File: src/core/can_lp_pkg.sv
// Package: register map, field layout, reset values and modes of the low-power and length block
package can_lp_pkg;
  // Register byte offsets
  localparam logic [7:0] OFF_DATA0    = 8'h00; // First data byte; bytes 0..7 at 0x00..0x1C
  localparam logic [7:0] OFF_LENGTH   = 8'h20; // Data length register
  localparam logic [7:0] OFF_CTRL     = 8'h24; // Enable, stop-in-wait, sleep request
  localparam logic [7:0] OFF_STATUS   = 8'h28; // Sleep acknowledge and mode, read only
  localparam logic [7:0] OFF_IRQ_STAT = 8'h2C; // Sticky events, write one to clear
  localparam logic [7:0] OFF_IRQ_MASK = 8'h30; // Interrupt mask
  localparam logic [7:0] OFF_TX_CMD   = 8'h34; // Write starts a frame; bit 0 remote
  // Field positions
  localparam int CTRL_ENABLE = 0;
  localparam int CTRL_SWAI   = 1;
  localparam int CTRL_SLEEP_REQUEST  = 2;
  localparam int LEN_MSB     = 3;
  localparam int IRQ_SLEEP   = 0;
  localparam int IRQ_PDOWN   = 1;
  localparam int IRQ_WAKE    = 2;
  localparam int IRQ_TXDONE  = 3;
  localparam int IRQ_W       = 4;
  // Reset values
  localparam logic [3:0]       LENGTH_RST = 4'h0;
  localparam logic [7:0]       DATA_RST   = 8'h00;
  localparam logic [2:0]       CTRL_RST   = 3'h1;
  localparam logic [IRQ_W-1:0] MASK_RST   = 4'h0;
  // Largest data byte count of a data frame
  localparam logic [3:0] MAX_BYTES = 4'h8;
  // Cycles for sleep acknowledge handshake
  localparam logic [3:0] ACK_CYCLES = 4'h4;
  // Processor modes
  typedef enum logic [2:0] {CPU_RUN, CPU_WAIT, CPU_STOP3, CPU_STOP2, CPU_STOP1} cpu_mode_t;
  // Controller modes
  typedef enum logic [1:0] {M_NORMAL, M_SLEEP, M_PDOWN, M_DISABLED} can_mode_t;
endpackage : can_lp_pkg

File: src/core/can_lp_mode_if.sv
// Interface between bus side and mode selector
`timescale 1ns/1ps
`default_nettype none
interface can_lp_mode_if;
  logic                 enable;     // Controller enable
  logic                 swai;       // Stop in wait
  logic                 sleep_req;  // Sleep request
  logic [2:0]           cpu_mode;   // Synchronised processor mode
  logic                 sleep_ack;  // Sleep acknowledge
  can_lp_pkg::can_mode_t mode;      // Present controller mode
  logic                 restart;    // One-cycle pulse on wake from power-down
  modport ctl (output enable, swai, sleep_req, cpu_mode, input sleep_ack, mode, restart);
  modport sel (input enable, swai, sleep_req, cpu_mode, output sleep_ack, mode, restart);
endinterface : can_lp_mode_if
`default_nettype wire

File: src/core/can_lowpower_and_length.sv
// Top: APB registers, message buffer, frame byte feed and low-power mode control
//
// Implementation choices: the APB register port and the register offsets.
`timescale 1ns/1ps
`default_nettype none
module can_lowpower_and_length
(
  input  wire logic        pclk,        // Clock, 250 MHz
  input  wire logic        presetn,     // Async reset, active low
  input  wire logic        psel,        // APB select
  input  wire logic        penable,     // APB enable
  input  wire logic        pwrite,      // APB direction
  input  wire logic [7:0]  paddr,       // APB byte address
  input  wire logic [31:0] pwdata,      // APB write data
  output logic      [31:0] prdata,      // APB read data
  output logic             pready,      // APB ready
  output logic             pslverr,     // APB error
  input  wire logic [2:0]  cpu_mode_in, // Processor mode, from outside domain
  input  wire logic        tx_byte_take,// Frame engine takes current byte
  output logic             tx_active,   // Frame in progress
  output logic             tx_remote,   // Current frame is remote
  output logic      [3:0]  tx_length,   // Length code sent on the wire
  output logic             tx_byte_valid,// A data byte is offered
  output logic      [7:0]  byte_value,  // Offered data byte
  output logic             engine_restart,// Restart pulse to frame engine
  output logic      [1:0]  mode_out,    // Present controller mode
  output logic             irq          // Interrupt, active high
);
  can_lp_mode_if mi ();

  logic [7:0]            msg_data_bytes [8];  // Data bytes 0..7
  logic [3:0]            msg_length;          // Data length code
  logic [2:0]            ctrl;                // Enable, stop-in-wait, sleep request
  logic [can_lp_pkg::IRQ_W-1:0] irq_stat;     // Sticky events
  logic [can_lp_pkg::IRQ_W-1:0] irq_mask;     // Event mask
  logic [can_lp_pkg::IRQ_W-1:0] events;       // Event pulses this cycle
  logic [2:0]            cpu_s1;              // Synchroniser stage one
  logic [2:0]            cpu_s2;              // Synchroniser stage two
  logic [3:0]            byte_cnt;            // Bytes still to send
  logic [2:0]            byte_idx;            // Index of next byte
  logic                  wr_acc;              // APB write access
  logic                  rd_acc;              // APB read access
  logic                  addr_ok;             // Address maps
  logic                  go;                  // Start frame strobe
  logic                  tx_done_ev;          // Frame finished
  logic [3:0]            next_count;          // Bytes for new frame
  logic [31:0]           next_rdata;          // Read mux
  can_lp_pkg::can_mode_t prev_mode;           // Mode last cycle

  // Access phase qualifiers; a transfer lands at its access edge
  assign wr_acc = psel && penable && pwrite;
  assign rd_acc = psel && penable && !pwrite;
  assign go     = wr_acc && (paddr == can_lp_pkg::OFF_TX_CMD);

  // Address decode
  always_comb
  begin
    addr_ok = (paddr[1:0] == 2'h0) && (paddr <= can_lp_pkg::OFF_TX_CMD);
  end

  // Processor mode passes two flip-flops
  // Only the second stage is read, so a changing
  // Mode code never reaches the mode table half-settled
  always_ff @(posedge pclk or negedge presetn)
  begin
    if (!presetn)
    begin
      cpu_s1 <= 3'h0;
      cpu_s2 <= 3'h0;
    end
    else
    begin
      cpu_s1 <= cpu_mode_in;
      cpu_s2 <= cpu_s1;
    end
  end

  // Control bits drive the mode selector directly
  assign mi.enable    = ctrl[can_lp_pkg::CTRL_ENABLE];
  assign mi.swai      = ctrl[can_lp_pkg::CTRL_SWAI];
  assign mi.sleep_req = ctrl[can_lp_pkg::CTRL_SLEEP_REQUEST];
  assign mi.cpu_mode  = cpu_s2;

  can_lp_mode_sel u_sel
  (
    .pclk    (pclk),
    .presetn (presetn),
    .m       (mi)
  );

  // Control register
  // Resets with the controller enabled, no sleep asked
  always_ff @(posedge pclk or negedge presetn)
  begin
    if (!presetn)
      ctrl <= can_lp_pkg::CTRL_RST;
    else if (wr_acc && paddr == can_lp_pkg::OFF_CTRL)
      ctrl <= pwdata[2:0];
  end

  // Length register, four low bits kept
  // Upper bits of a write are dropped; frozen during a frame
  always_ff @(posedge pclk or negedge presetn)
  begin
    if (!presetn)
      msg_length <= can_lp_pkg::LENGTH_RST;
    else if (wr_acc && paddr == can_lp_pkg::OFF_LENGTH && !tx_active)
      msg_length <= pwdata[can_lp_pkg::LEN_MSB:0];
  end

  // Data bytes, locked while a frame runs
  // Word index from address bits 4:2, low byte only
  always_ff @(posedge pclk or negedge presetn)
  begin
    if (!presetn)
    begin
      for (int i = 0; i < 8; i++)
        msg_data_bytes[i] <= can_lp_pkg::DATA_RST;
    end
    else if (wr_acc && paddr < can_lp_pkg::OFF_LENGTH && !tx_active)
      msg_data_bytes[paddr[4:2]] <= pwdata[7:0];
  end

  // Byte count for a new frame
  // Remote frames carry none; codes above eight feed eight
  always_comb
  begin
    if (pwdata[0])
      next_count = 4'h0;
    else if (msg_length > can_lp_pkg::MAX_BYTES)
      next_count = can_lp_pkg::MAX_BYTES;
    else
      next_count = msg_length;
  end

  // Frame byte feed to the engine
  // One byte stands until the engine takes it at an edge;
  // The next byte follows in the cycle after
  always_ff @(posedge pclk or negedge presetn)
  begin
    if (!presetn)
    begin
      tx_active     <= 1'b0;
      tx_remote     <= 1'b0;
      tx_length     <= 4'h0;
      byte_cnt      <= 4'h0;
      byte_idx      <= 3'h0;
      tx_byte_valid <= 1'b0;
      byte_value    <= 8'h00;
      tx_done_ev    <= 1'b0;
    end
    else
    begin
      tx_done_ev <= 1'b0;
      if (mi.restart || mi.mode != can_lp_pkg::M_NORMAL)
      begin
        // Abort on low power; restart clears engines
        tx_active     <= 1'b0;
        tx_byte_valid <= 1'b0;
        byte_cnt      <= 4'h0;
      end
      // New frame: length code and first byte loaded together
      else if (go && !tx_active)
      begin
        tx_active     <= 1'b1;
        tx_remote     <= pwdata[0];
        tx_length     <= msg_length;
        byte_cnt      <= next_count;
        byte_idx      <= 3'h0;
        tx_byte_valid <= (next_count != 4'h0);
        byte_value    <= msg_data_bytes[0];
        tx_done_ev    <= (next_count == 4'h0);
        if (next_count == 4'h0)
          tx_active <= 1'b0;
      end
      // Byte taken: step to the next, end after the last
      else if (tx_active && tx_byte_valid && tx_byte_take)
      begin
        byte_cnt   <= byte_cnt - 4'h1;
        byte_idx   <= byte_idx + 3'h1;
        byte_value <= msg_data_bytes[3'(byte_idx + 3'h1)];
        if (byte_cnt == 4'h1)
        begin
          tx_byte_valid <= 1'b0;
          tx_active     <= 1'b0;
          tx_done_ev    <= 1'b1;
        end
      end
    end
  end

  // Mode history and pass-through outputs
  // Outputs lag the internal mode by one cycle
  always_ff @(posedge pclk or negedge presetn)
  begin
    if (!presetn)
    begin
      prev_mode      <= can_lp_pkg::M_DISABLED;
      mode_out       <= 2'h3;
      engine_restart <= 1'b0;
    end
    else
    begin
      prev_mode      <= mi.mode;
      mode_out       <= mi.mode;
      engine_restart <= mi.restart;
    end
  end

  // Event pulses
  // Mode events fire on entry only, not while held
  always_comb
  begin
    events = '0;
    events[can_lp_pkg::IRQ_SLEEP]  = (mi.mode == can_lp_pkg::M_SLEEP) && (prev_mode != can_lp_pkg::M_SLEEP);
    events[can_lp_pkg::IRQ_PDOWN]  = (mi.mode == can_lp_pkg::M_PDOWN) && (prev_mode != can_lp_pkg::M_PDOWN);
    events[can_lp_pkg::IRQ_WAKE]   = mi.restart;
    events[can_lp_pkg::IRQ_TXDONE] = tx_done_ev;
  end

  // Sticky status, set wins over clear
  // A clear and a new event in one cycle keep the bit
  always_ff @(posedge pclk or negedge presetn)
  begin
    if (!presetn)
      irq_stat <= '0;
    else if (wr_acc && paddr == can_lp_pkg::OFF_IRQ_STAT)
      irq_stat <= (irq_stat & ~pwdata[can_lp_pkg::IRQ_W-1:0]) | events;
    else
      irq_stat <= irq_stat | events;
  end

  // Mask register
  // Masked events still set their status bit
  always_ff @(posedge pclk or negedge presetn)
  begin
    if (!presetn)
      irq_mask <= can_lp_pkg::MASK_RST;
    else if (wr_acc && paddr == can_lp_pkg::OFF_IRQ_MASK)
      irq_mask <= pwdata[can_lp_pkg::IRQ_W-1:0];
  end

  // Interrupt line, normal-mode interrupts work in wait too
  // Registered so the pin comes straight from a flip-flop
  always_ff @(posedge pclk or negedge presetn)
  begin
    if (!presetn)
      irq <= 1'b0;
    else
      irq <= |(irq_stat & irq_mask);
  end

  // Read mux
  // Unmapped offsets from 0x20 up and write-only offsets read zero
  always_comb
  begin
    next_rdata = 32'h0000_0000;
    if (paddr < can_lp_pkg::OFF_LENGTH)
      next_rdata = {24'h000000, msg_data_bytes[paddr[4:2]]};
    else
    begin
      unique case (paddr)
        can_lp_pkg::OFF_LENGTH:   next_rdata = {28'h0000000, msg_length};
        can_lp_pkg::OFF_CTRL:     next_rdata = {29'h00000000, ctrl};
        can_lp_pkg::OFF_STATUS:   next_rdata = {28'h0000000, tx_active, mi.mode, mi.sleep_ack};
        can_lp_pkg::OFF_IRQ_STAT: next_rdata = {28'h0000000, irq_stat};
        can_lp_pkg::OFF_IRQ_MASK: next_rdata = {28'h0000000, irq_mask};
        default:                  next_rdata = 32'h0000_0000;
      endcase
    end
  end

  // APB answer: no wait states, error for unmapped
  // Ready rises in the first access cycle of every transfer
  always_ff @(posedge pclk or negedge presetn)
  begin
    if (!presetn)
    begin
      prdata  <= 32'h0000_0000;
      pready  <= 1'b0;
      pslverr <= 1'b0;
    end
    else
    begin
      pready  <= psel && !penable;
      pslverr <= psel && !penable && !addr_ok;
      prdata  <= (psel && !penable && !pwrite) ? next_rdata : 32'h0000_0000;
    end
  end
endmodule : can_lowpower_and_length
`default_nettype wire

File: src/core/can_lp_mode_sel.sv
// Mode selector: picks normal, sleep, power-down or disabled from processor mode and control bits
`timescale 1ns/1ps
`default_nettype none
module can_lp_mode_sel
(
  input  wire logic   pclk,    // Clock
  input  wire logic   presetn, // Async reset, active low
  can_lp_mode_if.sel  m        // Mode signals
);
  logic [3:0]            ack_cnt;    // Handshake counter
  logic                  stop3_slp;  // Sleep armed at stop3 entry
  can_lp_pkg::can_mode_t next_mode;  // Mode chosen this cycle
  can_lp_pkg::cpu_mode_t cm;         // Processor mode as enum

  assign cm = can_lp_pkg::cpu_mode_t'(m.cpu_mode);

  // Sleep acknowledge follows request after a short delay
  always_ff @(posedge pclk or negedge presetn)
  begin
    if (!presetn)
    begin
      ack_cnt     <= 4'h0;
      m.sleep_ack <= 1'b0;
    end
    else if (!m.sleep_req || !m.enable)
    begin
      ack_cnt     <= 4'h0;
      m.sleep_ack <= 1'b0;
    end
    else if (ack_cnt != can_lp_pkg::ACK_CYCLES)
      ack_cnt <= ack_cnt + 4'h1;
    else
      m.sleep_ack <= 1'b1;
  end

  // Stop3 choice is fixed by the bits present before entry
  always_ff @(posedge pclk or negedge presetn)
  begin
    if (!presetn)
      stop3_slp <= 1'b0;
    else if (cm != can_lp_pkg::CPU_STOP3)
      stop3_slp <= m.sleep_req && m.sleep_ack;
  end

  // Mode decision table
  always_comb
  begin
    next_mode = can_lp_pkg::M_NORMAL;
    if (!m.enable)
      next_mode = can_lp_pkg::M_DISABLED;
    else
    begin
      unique case (cm)
        can_lp_pkg::CPU_RUN:
          // Only sleep is offered in run
          next_mode = (m.sleep_req && m.sleep_ack) ? can_lp_pkg::M_SLEEP : can_lp_pkg::M_NORMAL;
        can_lp_pkg::CPU_WAIT:
          if (m.swai)
            next_mode = can_lp_pkg::M_PDOWN;
          else if (m.sleep_req && m.sleep_ack)
            next_mode = can_lp_pkg::M_SLEEP;
          else
            next_mode = can_lp_pkg::M_NORMAL;
        can_lp_pkg::CPU_STOP3:
          // Stop-in-wait ignored here
          next_mode = stop3_slp ? can_lp_pkg::M_SLEEP : can_lp_pkg::M_PDOWN;
        can_lp_pkg::CPU_STOP2,
        can_lp_pkg::CPU_STOP1:
          next_mode = can_lp_pkg::M_PDOWN;
        default:
          next_mode = can_lp_pkg::M_PDOWN; // Illegal code treated as deepest
      endcase
    end
  end

  // Mode register and restart pulse on leaving power-down
  always_ff @(posedge pclk or negedge presetn)
  begin
    if (!presetn)
    begin
      m.mode    <= can_lp_pkg::M_DISABLED;
      m.restart <= 1'b0;
    end
    else
    begin
      m.mode    <= next_mode;
      m.restart <= (m.mode == can_lp_pkg::M_PDOWN) && (next_mode != can_lp_pkg::M_PDOWN);
    end
  end
endmodule : can_lp_mode_sel
`default_nettype wire

File: config.mk
export PLATFORM = sky130hd
export DESIGN_NAME = can_lowpower_and_length
export DESIGN_NICKNAME = d
export VERILOG_FILES = /design/src/core/can_lp_pkg.sv /design/src/core/can_lp_mode_if.sv /design/src/core/can_lowpower_and_length.sv /design/src/core/can_lp_mode_sel.sv
export SDC_FILE = /design/constraint.sdc
export NUM_CORES = 1
export LEC_CHECK = 0
export BUFFER_PORTS_ARGS = -buffer_cell sky130_fd_sc_hd__buf_2
export CORE_ASPECT_RATIO = 0.8
export CORE_MARGIN = 4
export CORE_UTILIZATION = 51
export DETAILED_ROUTE_END_ITERATION = 7
export PLACE_DENSITY = 0.79
export SETUP_SLACK_MARGIN = 0.1
export SLEW_MARGIN = 10
export SYNTH_ARGS = -nofsm -noshare
export SYNTH_HDL_FRONTEND = slang
export SYNTH_SLANG_ARGS = --single-unit
File: constraint.sdc
create_clock -name pclk -period 2.2 [get_ports pclk]
set_clock_uncertainty 0.1 [all_clocks]
set_input_delay 0.11 -clock pclk [delete_from_list [all_inputs] [get_ports pclk]]
set_output_delay 0.11 -clock pclk [all_outputs]
set_load 0.05 [all_outputs]
Word-level counts from Yosys, hierarchy flattened

Cells that the tools add are included.

Word-level logic and storage cells: 152
Output and inout port bits: 53
Bits of input ports: 49
Bits in registers: 155

Magnitude comparators: 6
Eq/ne operators: 17
Muxes and demuxes: 42
Reductions and logical operators: 43
Add/sub/neg operators: 3
Bitwise logic cells: 8

Operator list:

| kind                  | number |
|---|---|
| $bwmux W64            | 1 |
| $mux W32              | 2 |
| $mux W8               | 7 |
| $bmux W8 S3           | 2 |
| $eq A8 B6 Y1 const B  | 6 |
| $mux W4               | 8 |
| $demux W8 S3          | 1 |
| $logic_and A1 B1 Y1   | 22 |
| $pmux W4 S5           | 1 |
| $mux W1               | 14 |
| $and A4 B4 Y4         | 2 |
| $ge A4 B4 Y1 const B  | 2 |
| $le A8 B6 Y1 const B  | 1 |
| $lt A8 B6 Y1 const B  | 1 |
| $not A3 Y4            | 2 |
| $or A4 B4 Y4          | 2 |
| $logic_not A1 Y1      | 6 |
| $mux W2               | 3 |
| $mux W3               | 2 |
| $pmux W2 S3           | 1 |
| $reduce_and A2 Y1     | 3 |
| $reduce_bool A2 Y1    | 3 |
| $reduce_bool A3 Y1    | 2 |
| $add A4 B1 Y4 const B | 1 |
| 21 further kinds      | 24 |

Longest topological paths before layout

Gate-level depths: netlist of the first run.

Word-level depth: 7
Gate-level depth with buffers: 7
Depth with buffers taken out: 6

Modules after synthesis

A second synthesis of the first run with hierarchy kept.

Cells, all modules: 513
Area, all modules: 6591.3 sq um

By module, submodules not included:

| module                  | seq. area each (sq um) | area an instance (sq um) | cells each | times used |
|---|---|---|---|---|
| can_lowpower_and_length | 3031.7                 | 6168.4                   | 472        | 1 |
| can_lp_mode_sel         | 227.7                  | 422.9                    | 41         | 1 |

Worst setup path before layout of the first run

No wires, ideal clock.

Path type: flip-flop to flip-flop
From: register byte_idx[0]
To: register byte_value[0]
Path buffers: 0
Data arrival time: 2119 ps
Data required time: 2032 ps
Slack: -86 ps
Setup time: 68 ps
Period minus slack after synthesis: 2286 ps
Stages on the path, launching flop included: 6
Cell sequence: dfrtp_1 ha_1 xor2_1 mux4_2 nand2_1 o221a_1

Word-level cells in the longest chain between the ends: 7

Ends and longest elaborated chain:

| item                                       | RTL line                       | text |
|---|---|---|
| from (decl)                                | can_lowpower_and_length.sv:40  | `logic [2:0] byte_idx;` |
| from (signal assigned)                     | can_lowpower_and_length.sv:180 | `byte_idx <= byte_idx + 3'h1;` |
| $add A3 B1 Y3                              | can_lowpower_and_length.sv:181 | `byte_value <= msg_data_bytes[3'(byte_idx + 3'h1)];` |
| $not A3 Y4 (implied by the code)           | can_lowpower_and_length.sv:181 |  |
| $bmux W8 S3                                | can_lowpower_and_length.sv:181 |  |
| $mux W8 (implied by the code) (2 in a row) | can_lowpower_and_length.sv:181 |  |
| $mux W8                                    | can_lowpower_and_length.sv:177 | `else if (tx_active && tx_byte_valid && tx_byte_take)` |
| $mux W8                                    | can_lowpower_and_length.sv:163 | `else if (go && !tx_active)` |
| to (signal assigned)                       | can_lowpower_and_length.sv:171 | `byte_value <= msg_data_bytes[0];` |
| to (signal assigned)                       | can_lowpower_and_length.sv:181 |  |
| to (decl)                                  | can_lowpower_and_length.sv:24  | `output logic [7:0] byte_value,` |

No other way between the ends. The select of a mux whose other input is x is not followed.
A chain may end at the register's enable or synchronous reset.

Worst setup path in the final report of the first run

From: input paddr[5]
To: register msg_data_bytes[54] in the netlist's numbering

Word-level cells in the longest chain between the ends: 3

Ends and longest elaborated chain:

| item                             | RTL line                       | text |
|---|---|---|
| from (decl)                      | can_lowpower_and_length.sv:13  | `input wire logic [7:0] paddr,` |
| $lt A8 B6 Y1                     | can_lowpower_and_length.sv:120 | `else if (wr_acc && paddr < can_lp_pkg::OFF_LENGTH && !tx_active)` |
| $logic_and A1 B1 Y1 (2 in a row) | can_lowpower_and_length.sv:120 |  |
| to (signal, indexed assignment)  | can_lowpower_and_length.sv:118 | `msg_data_bytes[i] <= can_lp_pkg::DATA_RST;` |
| to (signal, indexed assignment)  | can_lowpower_and_length.sv:121 | `msg_data_bytes[paddr[4:2]] <= pwdata[7:0];` |
| to (decl)                        | can_lowpower_and_length.sv:31  | `logic [7:0] msg_data_bytes [8];` |

No other way between the ends.

==> flow_summary_export.csv, run 1 <==
group,metric,value,unit
yosys,syn_inst,508,
sta,slew_viol_final,0,
floorplanning,start_util,52.9,%
sta,setup_viol,0,
yosys,syn_area_per_cell,12.9,um^2
yosys,synthMuxAreaShare,29.4,%
floorplanning,fp.dieArea,0.0147,mm^2
sta,rsz0062_at_grt,"false",
critical_path,cp_cell_sequence,"dlygate4sd3_1 -> buf_2 -> or3_1 -> nor2_1 -> buf_4 -> nand2_1 -> mux2_2",
critical_path,worstPathArrival,2.24,ns
power,vdd_drop_max,0.527,mV
routing,wl_met1,6340,um
sta,slew_headroom,57.1,%
yosys,yosysSeqAreaShare,49.7,%
final_layout,fillers,876,
power,powerDensity,763,mW/mm^2
clocking,cts_htree_levels,4,
placed_design,dp_slack,0.0481,ns
final_layout,multiInputGateArea,0.00306,mm^2
routing,viasPerCell,5.85,
yosys,synthesis.area,0.00655,mm^2
yosys,synth_enable_flop_cells,0,
yosys,yosys.area_share.simple,7.96,%
yosys,synth_area_leaders,"dfrtp_1 48%, mux2_2 14%, mux4_2 8.2%",
sta,hold_viol,0,
yosys,synth.most_common_cell,"dfrtp_1",
critical_path,cpMaxStageDelayCell,"dlygate4sd3_1",
clocking,cts_buffers,17,
critical_path,worstPathMaxFanout,8,
yosys,ys_types,49,
global_route,first_global_vias,4624,
yosys,synth_top_area_share,47.7,%
critical_path,required,2.39,ns
global_route,grt-ovfl-total,0,
yosys,synth_top_cell_by_area,"dfrtp_1",
critical_path,crit_type,"in2reg",
routing,drt_first_pass_iters,6,
routing,finalWirelength,15700,um
sta,fmax,490,MHz
routing,vias,4577,
critical_path,critPathMaxStageDelay,0.53,ns
sta,worstMarginPinSlew,0.644,ns
clocking,clk_path_buf_depth,2,
yosys,synth_seq_cells,130,
clocking,clk_pin_slew_worst_paths,0.06,ns
sta,worst_slack,0.159,ns
yosys,synth_top_family_by_area,"multiplexers",
power,leakagePower,3.64,nW
critical_path,r2r_start,"tx_active",
floorplanning,io_pins,102,
floorplanning,die_x,135,um
global_route,grt_pass1_wl,25400,um
clocking,insertion_delay,0.41,ns
yosys,ys_warn_count,0,
routing,met2_length,7870,um
sta,tns,0,ns
placed_design,dp_hpwl,10400,um
power,fin_total_pwr,6.06,mW
yosys,synth_adder_area_share,0.955,%
critical_path,cp.buffers_inverters,3,
yosys,synth_compound_area_share,6.05,%
yosys,yosys-top-cells-count,"125 x dfrtp_1, 84 x mux2_2, 44 x mux2i_1",
placed_design,gp_congestion,0.862,
sta,period_needed,2.04,ns
routing,maxUsedRoutingLayer,"met4",
hold_path,min-delay-start,"pwdata[1]",
routing,drt_iter0_drc,446,
routing,route.detailed.drc,0,
critical_path,startpoint,"paddr[5]",
floorplanning,die_h,109,um
global_route,grt_start_max_net_pins,49,
final_layout,drive_gt1_share,39.3,%
yosys,synth-xor-area-share,0.535,%
floorplanning,num_rows,36,
yosys,synthFlopType,"dfrtp_1",
clocking,cts.sinks,130,
critical_path,cp_top_family,"simple AND/OR/NAND/NOR gates",
status,status,"finished, final reports clean",
global_route,groute.usage.overall,22.5,%
sta,finalCritPeriodShare,92.8,%
final_layout,antenna_cells,0,
critical_path,end_kind,"register",
job,maxCapViolCount,0,
final_layout,syn2layout_area_growth,21.2,%
routing,final_antenna_net_count,0,
clocking,cts_tree,"done",
final_layout,fin_cells,782,
routing,drt-wirelength-per-cell,20.0,um
placed_design,place_inst,734,
critical_path,r2r_setup_slack,0.17,ns
final_layout,seq_area,0.00326,mm^2
routing,routed-wl-met3,1110,um
critical_path,cp-start-kind,"input pin",
hold_path,hold_class,"in2reg",
yosys,synth-async-reset-ratio,100,%
clocking,cts_root_buf,"clkbuf_16",
placed_design,portBuffers,53,
global_route,antenna_found_initial,0,
final_layout,nets,652,
floorplanning,core_area,0.0124,mm^2
## repair_timing
item	in CTS	in global routing
hold buffers	15	0
buffers inserted	0	1
setup endpoints to repair	0	12
gates resized for setup	0	4
endpoints found under the hold margin	85	0
## routing by layer
layer,GRT usage (%),vias up
met5,0,-
met4,7.56,0
met3,6.40,36
met2,38.0,202
met1,28.2,2329
li1,-,2010
## cells by family (layout without fill, tap and decap cells)
kind of cell             after synthesis  count (layout)
AO/OA/AOI/OAI                         53              53
XOR/XNOR                               4               4
adder cells (fa/ha/maj)                5               5
buffers and inverters                 63             143
flip-flops                           130             130
multiplexers                         152             152
other                                  1              24
AND/OR/NAND/NOR                      100             100
## final timing paths
kind	to	depth (start not counted)
min in group asynchronous	byte_cnt[0]	2
worst max register to register	msg_data_bytes[54]	5
max in group asynchronous	u_sel.m.mode[1]	3
worst min register to register	cpu_s2[2]	0
worst max-delay path	msg_data_bytes[54]	7
worst min-delay path	irq_stat[1]	3
## cells in the final DEF (no fill, tap or decap), drive strengths merged, types with 2 or more instances in the layout
cell / synthesis / final
nor2: 19 / 19
nor2b: 3 / 3
nand2b: 4 / 4
a211oi: 2 / 2
dfrtp: 125 / 125
a32o: 2 / 2
a21o: 2 / 2
nand4b: 2 / 2
dlygate4sd3: 0 / 15
xnor2: 3 / 3
ha: 5 / 5
nor3b: 2 / 2
a22oi: 10 / 10
clkinv: 0 / 4
nand3b: 5 / 5
mux4: 24 / 24
bufinv: 0 / 4
conb: 1 / 24
a21oi: 13 / 13
mux2: 84 / 84
inv: 12 / 12
clkbuf: 17 / 23
or4: 4 / 4
nor3: 5 / 5
a32oi: 2 / 2
buf: 34 / 84
nor4: 6 / 6
nand2: 30 / 30
mux2i: 44 / 44
or3: 3 / 3
nand3: 11 / 11
o221a: 8 / 8
dfstp: 5 / 5
o21ai: 8 / 8
or3b: 2 / 2
## through the flow
stage          hold slack (ns)  instance area, um^2  utilization [%]
3_5_place_dp            0.0724                 7100             57.3
4_1_cts                0.00175                 7900             63.8
3_3_place_gp            0.0644                 7100             57.3
5_1_grt                 0.0414                 7940             64.1
6_report                0.0109                 7940             64.1
2_1_floorplan           -0.286                 6670                -
## tightest hold or removal path, stage by stage
cell and delay [ns]:
buf_2 0.18, nand2_1 0.08, a32o_1 0.11
## state kept, by name, indices dropped and copies added (netlist names), 2 cells and up
signal          flops
byte_cnt            4
byte_idx            3
byte_value          8
cpu_s1              3
cpu_s2              3
ctrl                3
irq_mask            4
irq_stat            4
msg_data_bytes     64
msg_length          4
prdata              8
prev_mode           2
tx_length           4
u_sel.ack_cnt       4
u_sel.m.mode        2
## layout make-up
cell class | instances | share of cell area [%]
inverters | 12 | 0.567
clock buffers | 23 | 6.27
repair buffers | 99 | 9.03
multi-input cells | 338 | 38.5
flip-flops and latches | 130 | 41.0
well taps | 171 | 2.69
clock inverters | 9 | 1.91
## power by group
group	total (mW)	internal, mW	leakage (nW)	switching, mW
Combinational	0.476	0.183	1.56	0.293
Sequential	2.54	2.48	1.76	0.0685
Clock	3.04	2.04	0.319	1.00
Total	6.06	4.70	3.64	1.36
No activity file was read; power rests on OpenSTA's default activity.
==> inputs of run 2 (changes only) <==
- CELL_PAD_IN_SITES_DETAIL_PLACEMENT: not set -> 1
- CELL_PAD_IN_SITES_GLOBAL_PLACEMENT: not set -> 1
- CORE_UTILIZATION: 51 -> 42
- GPL_TIMING_DRIVEN: not set -> 0
- PLACE_DENSITY: 0.79 -> 0.8
==> run 2 against run 1 <==
The flow now finishes with violations (negative setup slack). Cell count is 11% higher. Hold slack better by 0.023 ns. Highest routed layer unchanged. Count of clock-buffer cells in the layout is 3 lower.
==> flow_summary_export.csv, run 2 (synthesis gave the netlist of run 1 again) <==
group,metric,value,unit
final_layout,nets,696,
power,fin_total_pwr,6.24,mW
global_route,grt_start_max_net_pins,88,
floorplanning,die_x,148,um
critical_path,startpoint,"u_sel.m.mode[1]",
clocking,clk_path_buf_depth,2,
job,maxCapViolCount,0,
sta,slew_headroom,40.9,%
floorplanning,start_util,43.2,%
routing,drt-wirelength-per-cell,23.8,um
global_route,grt_busiest_layer,"met2",
global_route,antenna_found_initial,0,
global_route,use_met1,28.0,%
critical_path,worstPathMaxFanout,5,
sta,worst_slack,-0.0761,ns
critical_path,required,2.40,ns
critical_path,crit_type,"reg2reg",
critical_path,worstPathArrival,2.48,ns
hold_path,hold_class,"in2reg",
placed_design,dp_slack,-0.679,ns
global_route,grtUsageMet2,39.2,%
routing,vias,4886,
global_route,groute.usage.overall,23.1,%
floorplanning,die_h,120,um
final_layout,layout_common_cells,"124 x dfrtp_1, 84 x mux2_2, 55 x buf_2",
sta,period_needed,2.28,ns
hold_path,min_path_cells,4,
sta,rsz0062_at_grt,"true",
power,vdd_drop_max,0.614,mV
sta,setup_viol,5,
clocking,cts_buffers,17,
clocking,cts.sinks,130,
routing,viasPerCell,5.65,
status,status,"finished, violations left",
sta,hold_viol,0,
critical_path,rr_worst_depth,6,
sta,slew_viol_final,0,
placed_design,gp_congestion,0.825,
final_layout,regMostFlops,"msg_data_bytes",
sta,finalCritPeriodShare,103,%
routing,drt_iter0_drc,322,
final_layout,drive_gt1_share,42.3,%
sta,worstMarginPinSlew,0.887,ns
sta,fmax,439,MHz
floorplanning,fp.dieArea,0.0177,mm^2
critical_path,r2r-end,"tx_length[3]",
power,powerDensity,745,mW/mm^2
global_route,grt_pass1_wl,31000,um
power,leakagePower,3.85,nW
critical_path,r2r_setup_slack,-0.08,ns
critical_path,cp-start-kind,"register",
clocking,cts_root_buf,"clkbuf_16",
floorplanning,io_pins,102,
critical_path,r2r_start,"u_sel.m.mode[1]",
final_layout,syn2layout_area_growth,27.9,%
global_route,met3_usage,5.36,%
global_route,first_global_vias,5410,
floorplanning,num_rows,40,
global_route,grt-ovfl-total,0,
critical_path,end_kind,"register",
clocking,clk_pin_slew_worst_paths,0.06,ns
routing,finalWirelength,20600,um
final_layout,antenna_cells,0,
status,violations,"negative setup slack",
placed_design,dp_hpwl,12300,um
final_layout,reg_top3,"msg_data_bytes (64), byte_value (8), prdata (8)",
final_layout,largest_reg_flops,64,
final_layout,final_common_cell,"dfrtp_1",
clocking,cts_tree,"done",
routing,drt_first_pass_iters,5,
clocking,cts_htree_levels,4,
critical_path,cp-endpoint,"tx_length[3]",
routing,route.detailed.drc,0,
clocking,insertion_delay,0.42,ns
floorplanning,core_area,0.0152,mm^2
routing,final_antenna_net_count,0,
placed_design,portBuffers,53,
==> run 2: cell count changes in the layout (fill, tap and decap cells not counted), sizes merged <==
cell,delta
buf,+23
bufinv,+1
clkbuf,+17
clkinv,+1
dlygate4sd3,+1
inv,+1
==> run 2: report_power, final <==
group / internal, mW / switching (mW) / leakage (nW) / total, mW
combinational: 0.214 / 0.323 / 1.77 / 0.537
sequential: 2.47 / 0.0766 / 1.76 / 2.55
clock: 2.07 / 1.08 / 0.321 / 3.16
total: 4.76 / 1.48 / 3.85 / 6.24
==> run 2: repair_timing <==
| action | 4_1_cts | 5_1_grt |
|---|---|---|
| hold buffers | 16 | 0 |
| gates resized for setup | 17 | 11 |
| setup endpoints to repair | 84 | 58 |
| endpoints found under the hold margin | 159 | 0 |
| pin swaps | 11 | 3 |
| cloned | 1 | 1 |
| buffers inserted | 16 | 4 |
==> run 2: critical path, stage by stage, from the launching register on <==
cell and delay [ns]:
dfstp_2 0.39, or3_4 0.42, buf_8 0.13, or4_4 0.52, buf_8 0.15, clkbuf_16 0.15, mux2_2 0.29
==> run 2: per-stage QoR <==
step / util [%] / std cells / hold slack, ns / cell area [um^2] / TNS, ns
floorplan: - / 531 / -0.286 / 6670 / 0
global placement: 47.4 / 794 / 0.119 / 7190 / -111.85
detailed placement: 47.7 / 795 / -0.0324 / 7230 / -26.68
CTS: 54.6 / 860 / 0.0209 / 8280 / -0.224
global route: 55.2 / 865 / 0.0514 / 8380 / -0.408
finish: 55.2 / 865 / 0.0342 / 8380 / -0.208
==> run 2: cell type report <==
class                   instances  area, um^2
fillers                      1548        6790
clock inverters                12         203
flip-flops and latches        130        3260
repair buffers                 92         673
clock buffers                  20         457
well taps                     210         263
multi-input cells             338        3120
plain buffers                  51         358
inverters                      12        45.0
==> run 2: layer usage <==
metal | vias up | share of wire [%]
li1 | 2110 | -
met1 | 2516 | 39
met2 | 216 | 52
met3 | 44 | 6.7
met4 | 0 | 3.0
met5 | - | 0
==> run 2: how the worst min path moves through the flow <==
stage                        start  slack, ns             to
floorplan                  presetn      -0.29    byte_cnt[0]
global placement    cpu_mode_in[2]       0.12      cpu_s1[2]
detailed placement         presetn      -0.03  byte_value[4]
CTS                   tx_byte_take       0.02    byte_idx[2]
global route          tx_byte_take       0.05    byte_idx[2]
finish                tx_byte_take       0.03    byte_idx[2]
==> inputs of run 3 (changes only) <==
==> constraint.sdc (replaced) <==
create_clock -name pclk -period 2.2 [get_ports pclk]
set_clock_uncertainty 0.1 [all_clocks]
set_input_delay 0.44 -clock pclk [delete_from_list [all_inputs] [get_ports pclk]]
set_output_delay 0.44 -clock pclk [all_outputs]
set_load 0.05 [all_outputs]
==> run 3 against run 2 <==
The flow now finishes without violations. Sequential power barely moved. Via count fell by 2.6%. Sequential share of layout area rose by 1.0 points. Non-clock buffer count fell by 22. Clock power fell by 4%. Combinational power fell by 5.8%. Global-route usage fell by 0.63 points. Register-to-register slack improved by 0.17 ns.
==> flow_summary_export.csv, run 3 (synthesis gave the netlist of run 1 again) <==
group,metric,value,unit
power,seq_power_share,41.9,%
hold_path,hold_class,"in2reg",
final_layout,largest_reg_flops,64,
routing,vias,4760,
power,clkPwrFrac,49.8,%
global_route,antenna_found_initial,0,
power,intPower,4.62,mW
global_route,groute.usage.overall,22.4,%
routing,viasPerCell,5.65,
sta,worst_slack,0.0495,ns
final_layout,nets,674,
power,powerDensity,745,mW/mm^2
global_route,grt_start_max_net_pins,83,
floorplanning,die_h,120,um
critical_path,crit_type,"in2reg",
sta,period_needed,2.15,ns
placed_design,place_inst,795,
routing,route.detailed.drc,0,
clocking,cts_buffers,17,
routing,final_antenna_net_count,0,
sta,slew_headroom,44.5,%
floorplanning,die_x,148,um
critical_path,worstPathArrival,2.41,ns
critical_path,worstPathMaxFanout,10,
critical_path,rr_worst_depth,6,
sta,worstMarginPinSlew,0.833,ns
clocking,clk_pin_slew_worst_paths,0.06,ns
placed_design,place_area,0.00725,mm^2
clocking,insertion_delay,0.42,ns
final_layout,final_area,0.00817,mm^2
power,switchingPower,1.46,mW
clocking,cts.sinks,130,
critical_path,cp-start-kind,"input pin",
placed_design,dp_hpwl,12300,um
job,maxCapViolCount,0,
sta,finalCritPeriodShare,97.8,%
power,vdd_drop_max,0.565,mV
power,power_frac_comb,8.3,%
final_layout,syn2layout_area_growth,24.7,%
global_route,grt_pass1_wl,30200,um
routing,drt-wirelength-per-cell,22.7,um
critical_path,critPathMaxStageDelay,0.53,ns
clocking,cts_htree_levels,4,
floorplanning,fp.dieArea,0.0177,mm^2
critical_path,cpMaxStageDelayCell,"or4_4",
global_route,first_global_vias,5244,
final_layout,final_common_cell,"dfrtp_1",
sta,fmax,465,MHz
sta,slew_viol_final,0,
sta,rsz0062_at_grt,"true",
final_layout,reg_top3,"msg_data_bytes (64), byte_value (8), prdata (8)",
routing,finalWirelength,19100,um
final_layout,drive_gt1_share,43.8,%
clocking,clk_path_buf_depth,2,
sta,hold_viol,0,
sta,setup_viol,0,
final_layout,antenna_cells,0,
clocking,cts_tree,"done",
hold_path,min_path_cells,1,
final_layout,regMostFlops,"msg_data_bytes",
power,leakagePower,3.76,nW
floorplanning,num_rows,40,
routing,drt_first_pass_iters,5,
critical_path,required,2.46,ns
placed_design,dp_slack,-0.746,ns
critical_path,cp_cell_sequence,"buf_2 -> or4_4 -> buf_6 -> or4_4 -> buf_6 -> a21oi_4 -> buf_12 -> o221a_1",
power,switching_share,24.0,%
placed_design,gp_congestion,0.835,
placed_design,portBuffers,53,
final_layout,layout_common_cells,"124 x dfrtp_1, 83 x mux2_2, 54 x buf_2",
sta,hold_slack,0.0207,ns
floorplanning,io_pins,102,
floorplanning,start_util,43.2,%
clocking,cts_root_buf,"clkbuf_16",
status,status,"finished, final reports clean",
final_layout,fin_cells,843,
routing,drt_iter0_drc,298,
critical_path,end_kind,"register",
global_route,grt-ovfl-total,0,
floorplanning,core_area,0.0152,mm^2
==> run 3: cell type report <==
cell class | instances | area [um^2]
fillers | 1532 | 7000
flip-flops and latches | 130 | 3260
multi-input cells | 338 | 3120
repair buffers | 70 | 468
clock buffers | 19 | 453
plain buffers | 51 | 373
well taps | 210 | 263
clock inverters | 13 | 181
inverters | 12 | 45.0
==> run 3: what timing repair did <==
| action | CTS | global route |
|---|---|---|
| hold buffers | 1 | 0 |
| endpoints found under the setup margin | 93 | 55 |
| cloned | 1 | 0 |
| pin swaps | 6 | 1 |
| resized for setup | 20 | 14 |
| endpoints found under the hold margin | 48 | 0 |
| buffers inserted | 13 | 1 |
==> run 3: power groups by stage <==
stage / sequential [mW] / combinational (mW) / clock (mW)
finish: 2.55 / 0.506 / 3.03
global route: 2.55 / 0.546 / 3.19
CTS: 2.54 / 0.502 / 3.08
detailed placement: 2.58 / 0.488 / 0
global placement: 2.58 / 0.465 / 0
floorplan: 2.57 / 0.323 / 0
==> run 3: per-layer routing <==
layer / wire [um] / GRT usage [%] / up-vias
li1: - / - / 2061
met1: 7690 / 27.0 / 2472
met2: 9680 / 37.5 / 181
met3: 1180 / 7.29 / 46
met4: 559 / 8.85 / 0
met5: 0 / 0 / -
==> run 3: critical path: cells and delay by family <==
kind / cells / cell delay, ns
buf+inv: 4 / 0.57
simple gates: 2 / 1.04
compound gates: 2 / 0.35
==> run 3: path summary, 6_finish.rpt <==
| kind | startpoint | to | slack [ns] |
|---|---|---|---|
| worst max-delay path | paddr[1] | byte_value[3] | 0.05 |
| max in group asynchronous | presetn | u_sel.m.mode[0] | 0.76 |
| worst min register to register | cpu_s1[2] | cpu_s2[2] | 0.25 |
| worst min-delay path | cpu_mode_in[2] | cpu_s1[2] | 0.02 |
| worst max register to register | u_sel.m.restart | tx_remote | 0.09 |
| min in group asynchronous | presetn | msg_data_bytes[60] | 0.42 |
==> run 3: through the flow <==
| stage | total power, mW | setup TNS [ns] | utilization [%] |
|---|---|---|---|
| 2_1_floorplan | 2.89 | -0.960 | - |
| 3_3_place_gp | 3.04 | -182.89 | 47.5 |
| 3_5_place_dp | 3.07 | -48.07 | 47.8 |
| 4_1_cts | 6.13 | 0 | 53.6 |
| 5_1_grt | 6.29 | 0 | 53.9 |
| 6_report | 6.08 | 0 | 53.9 |
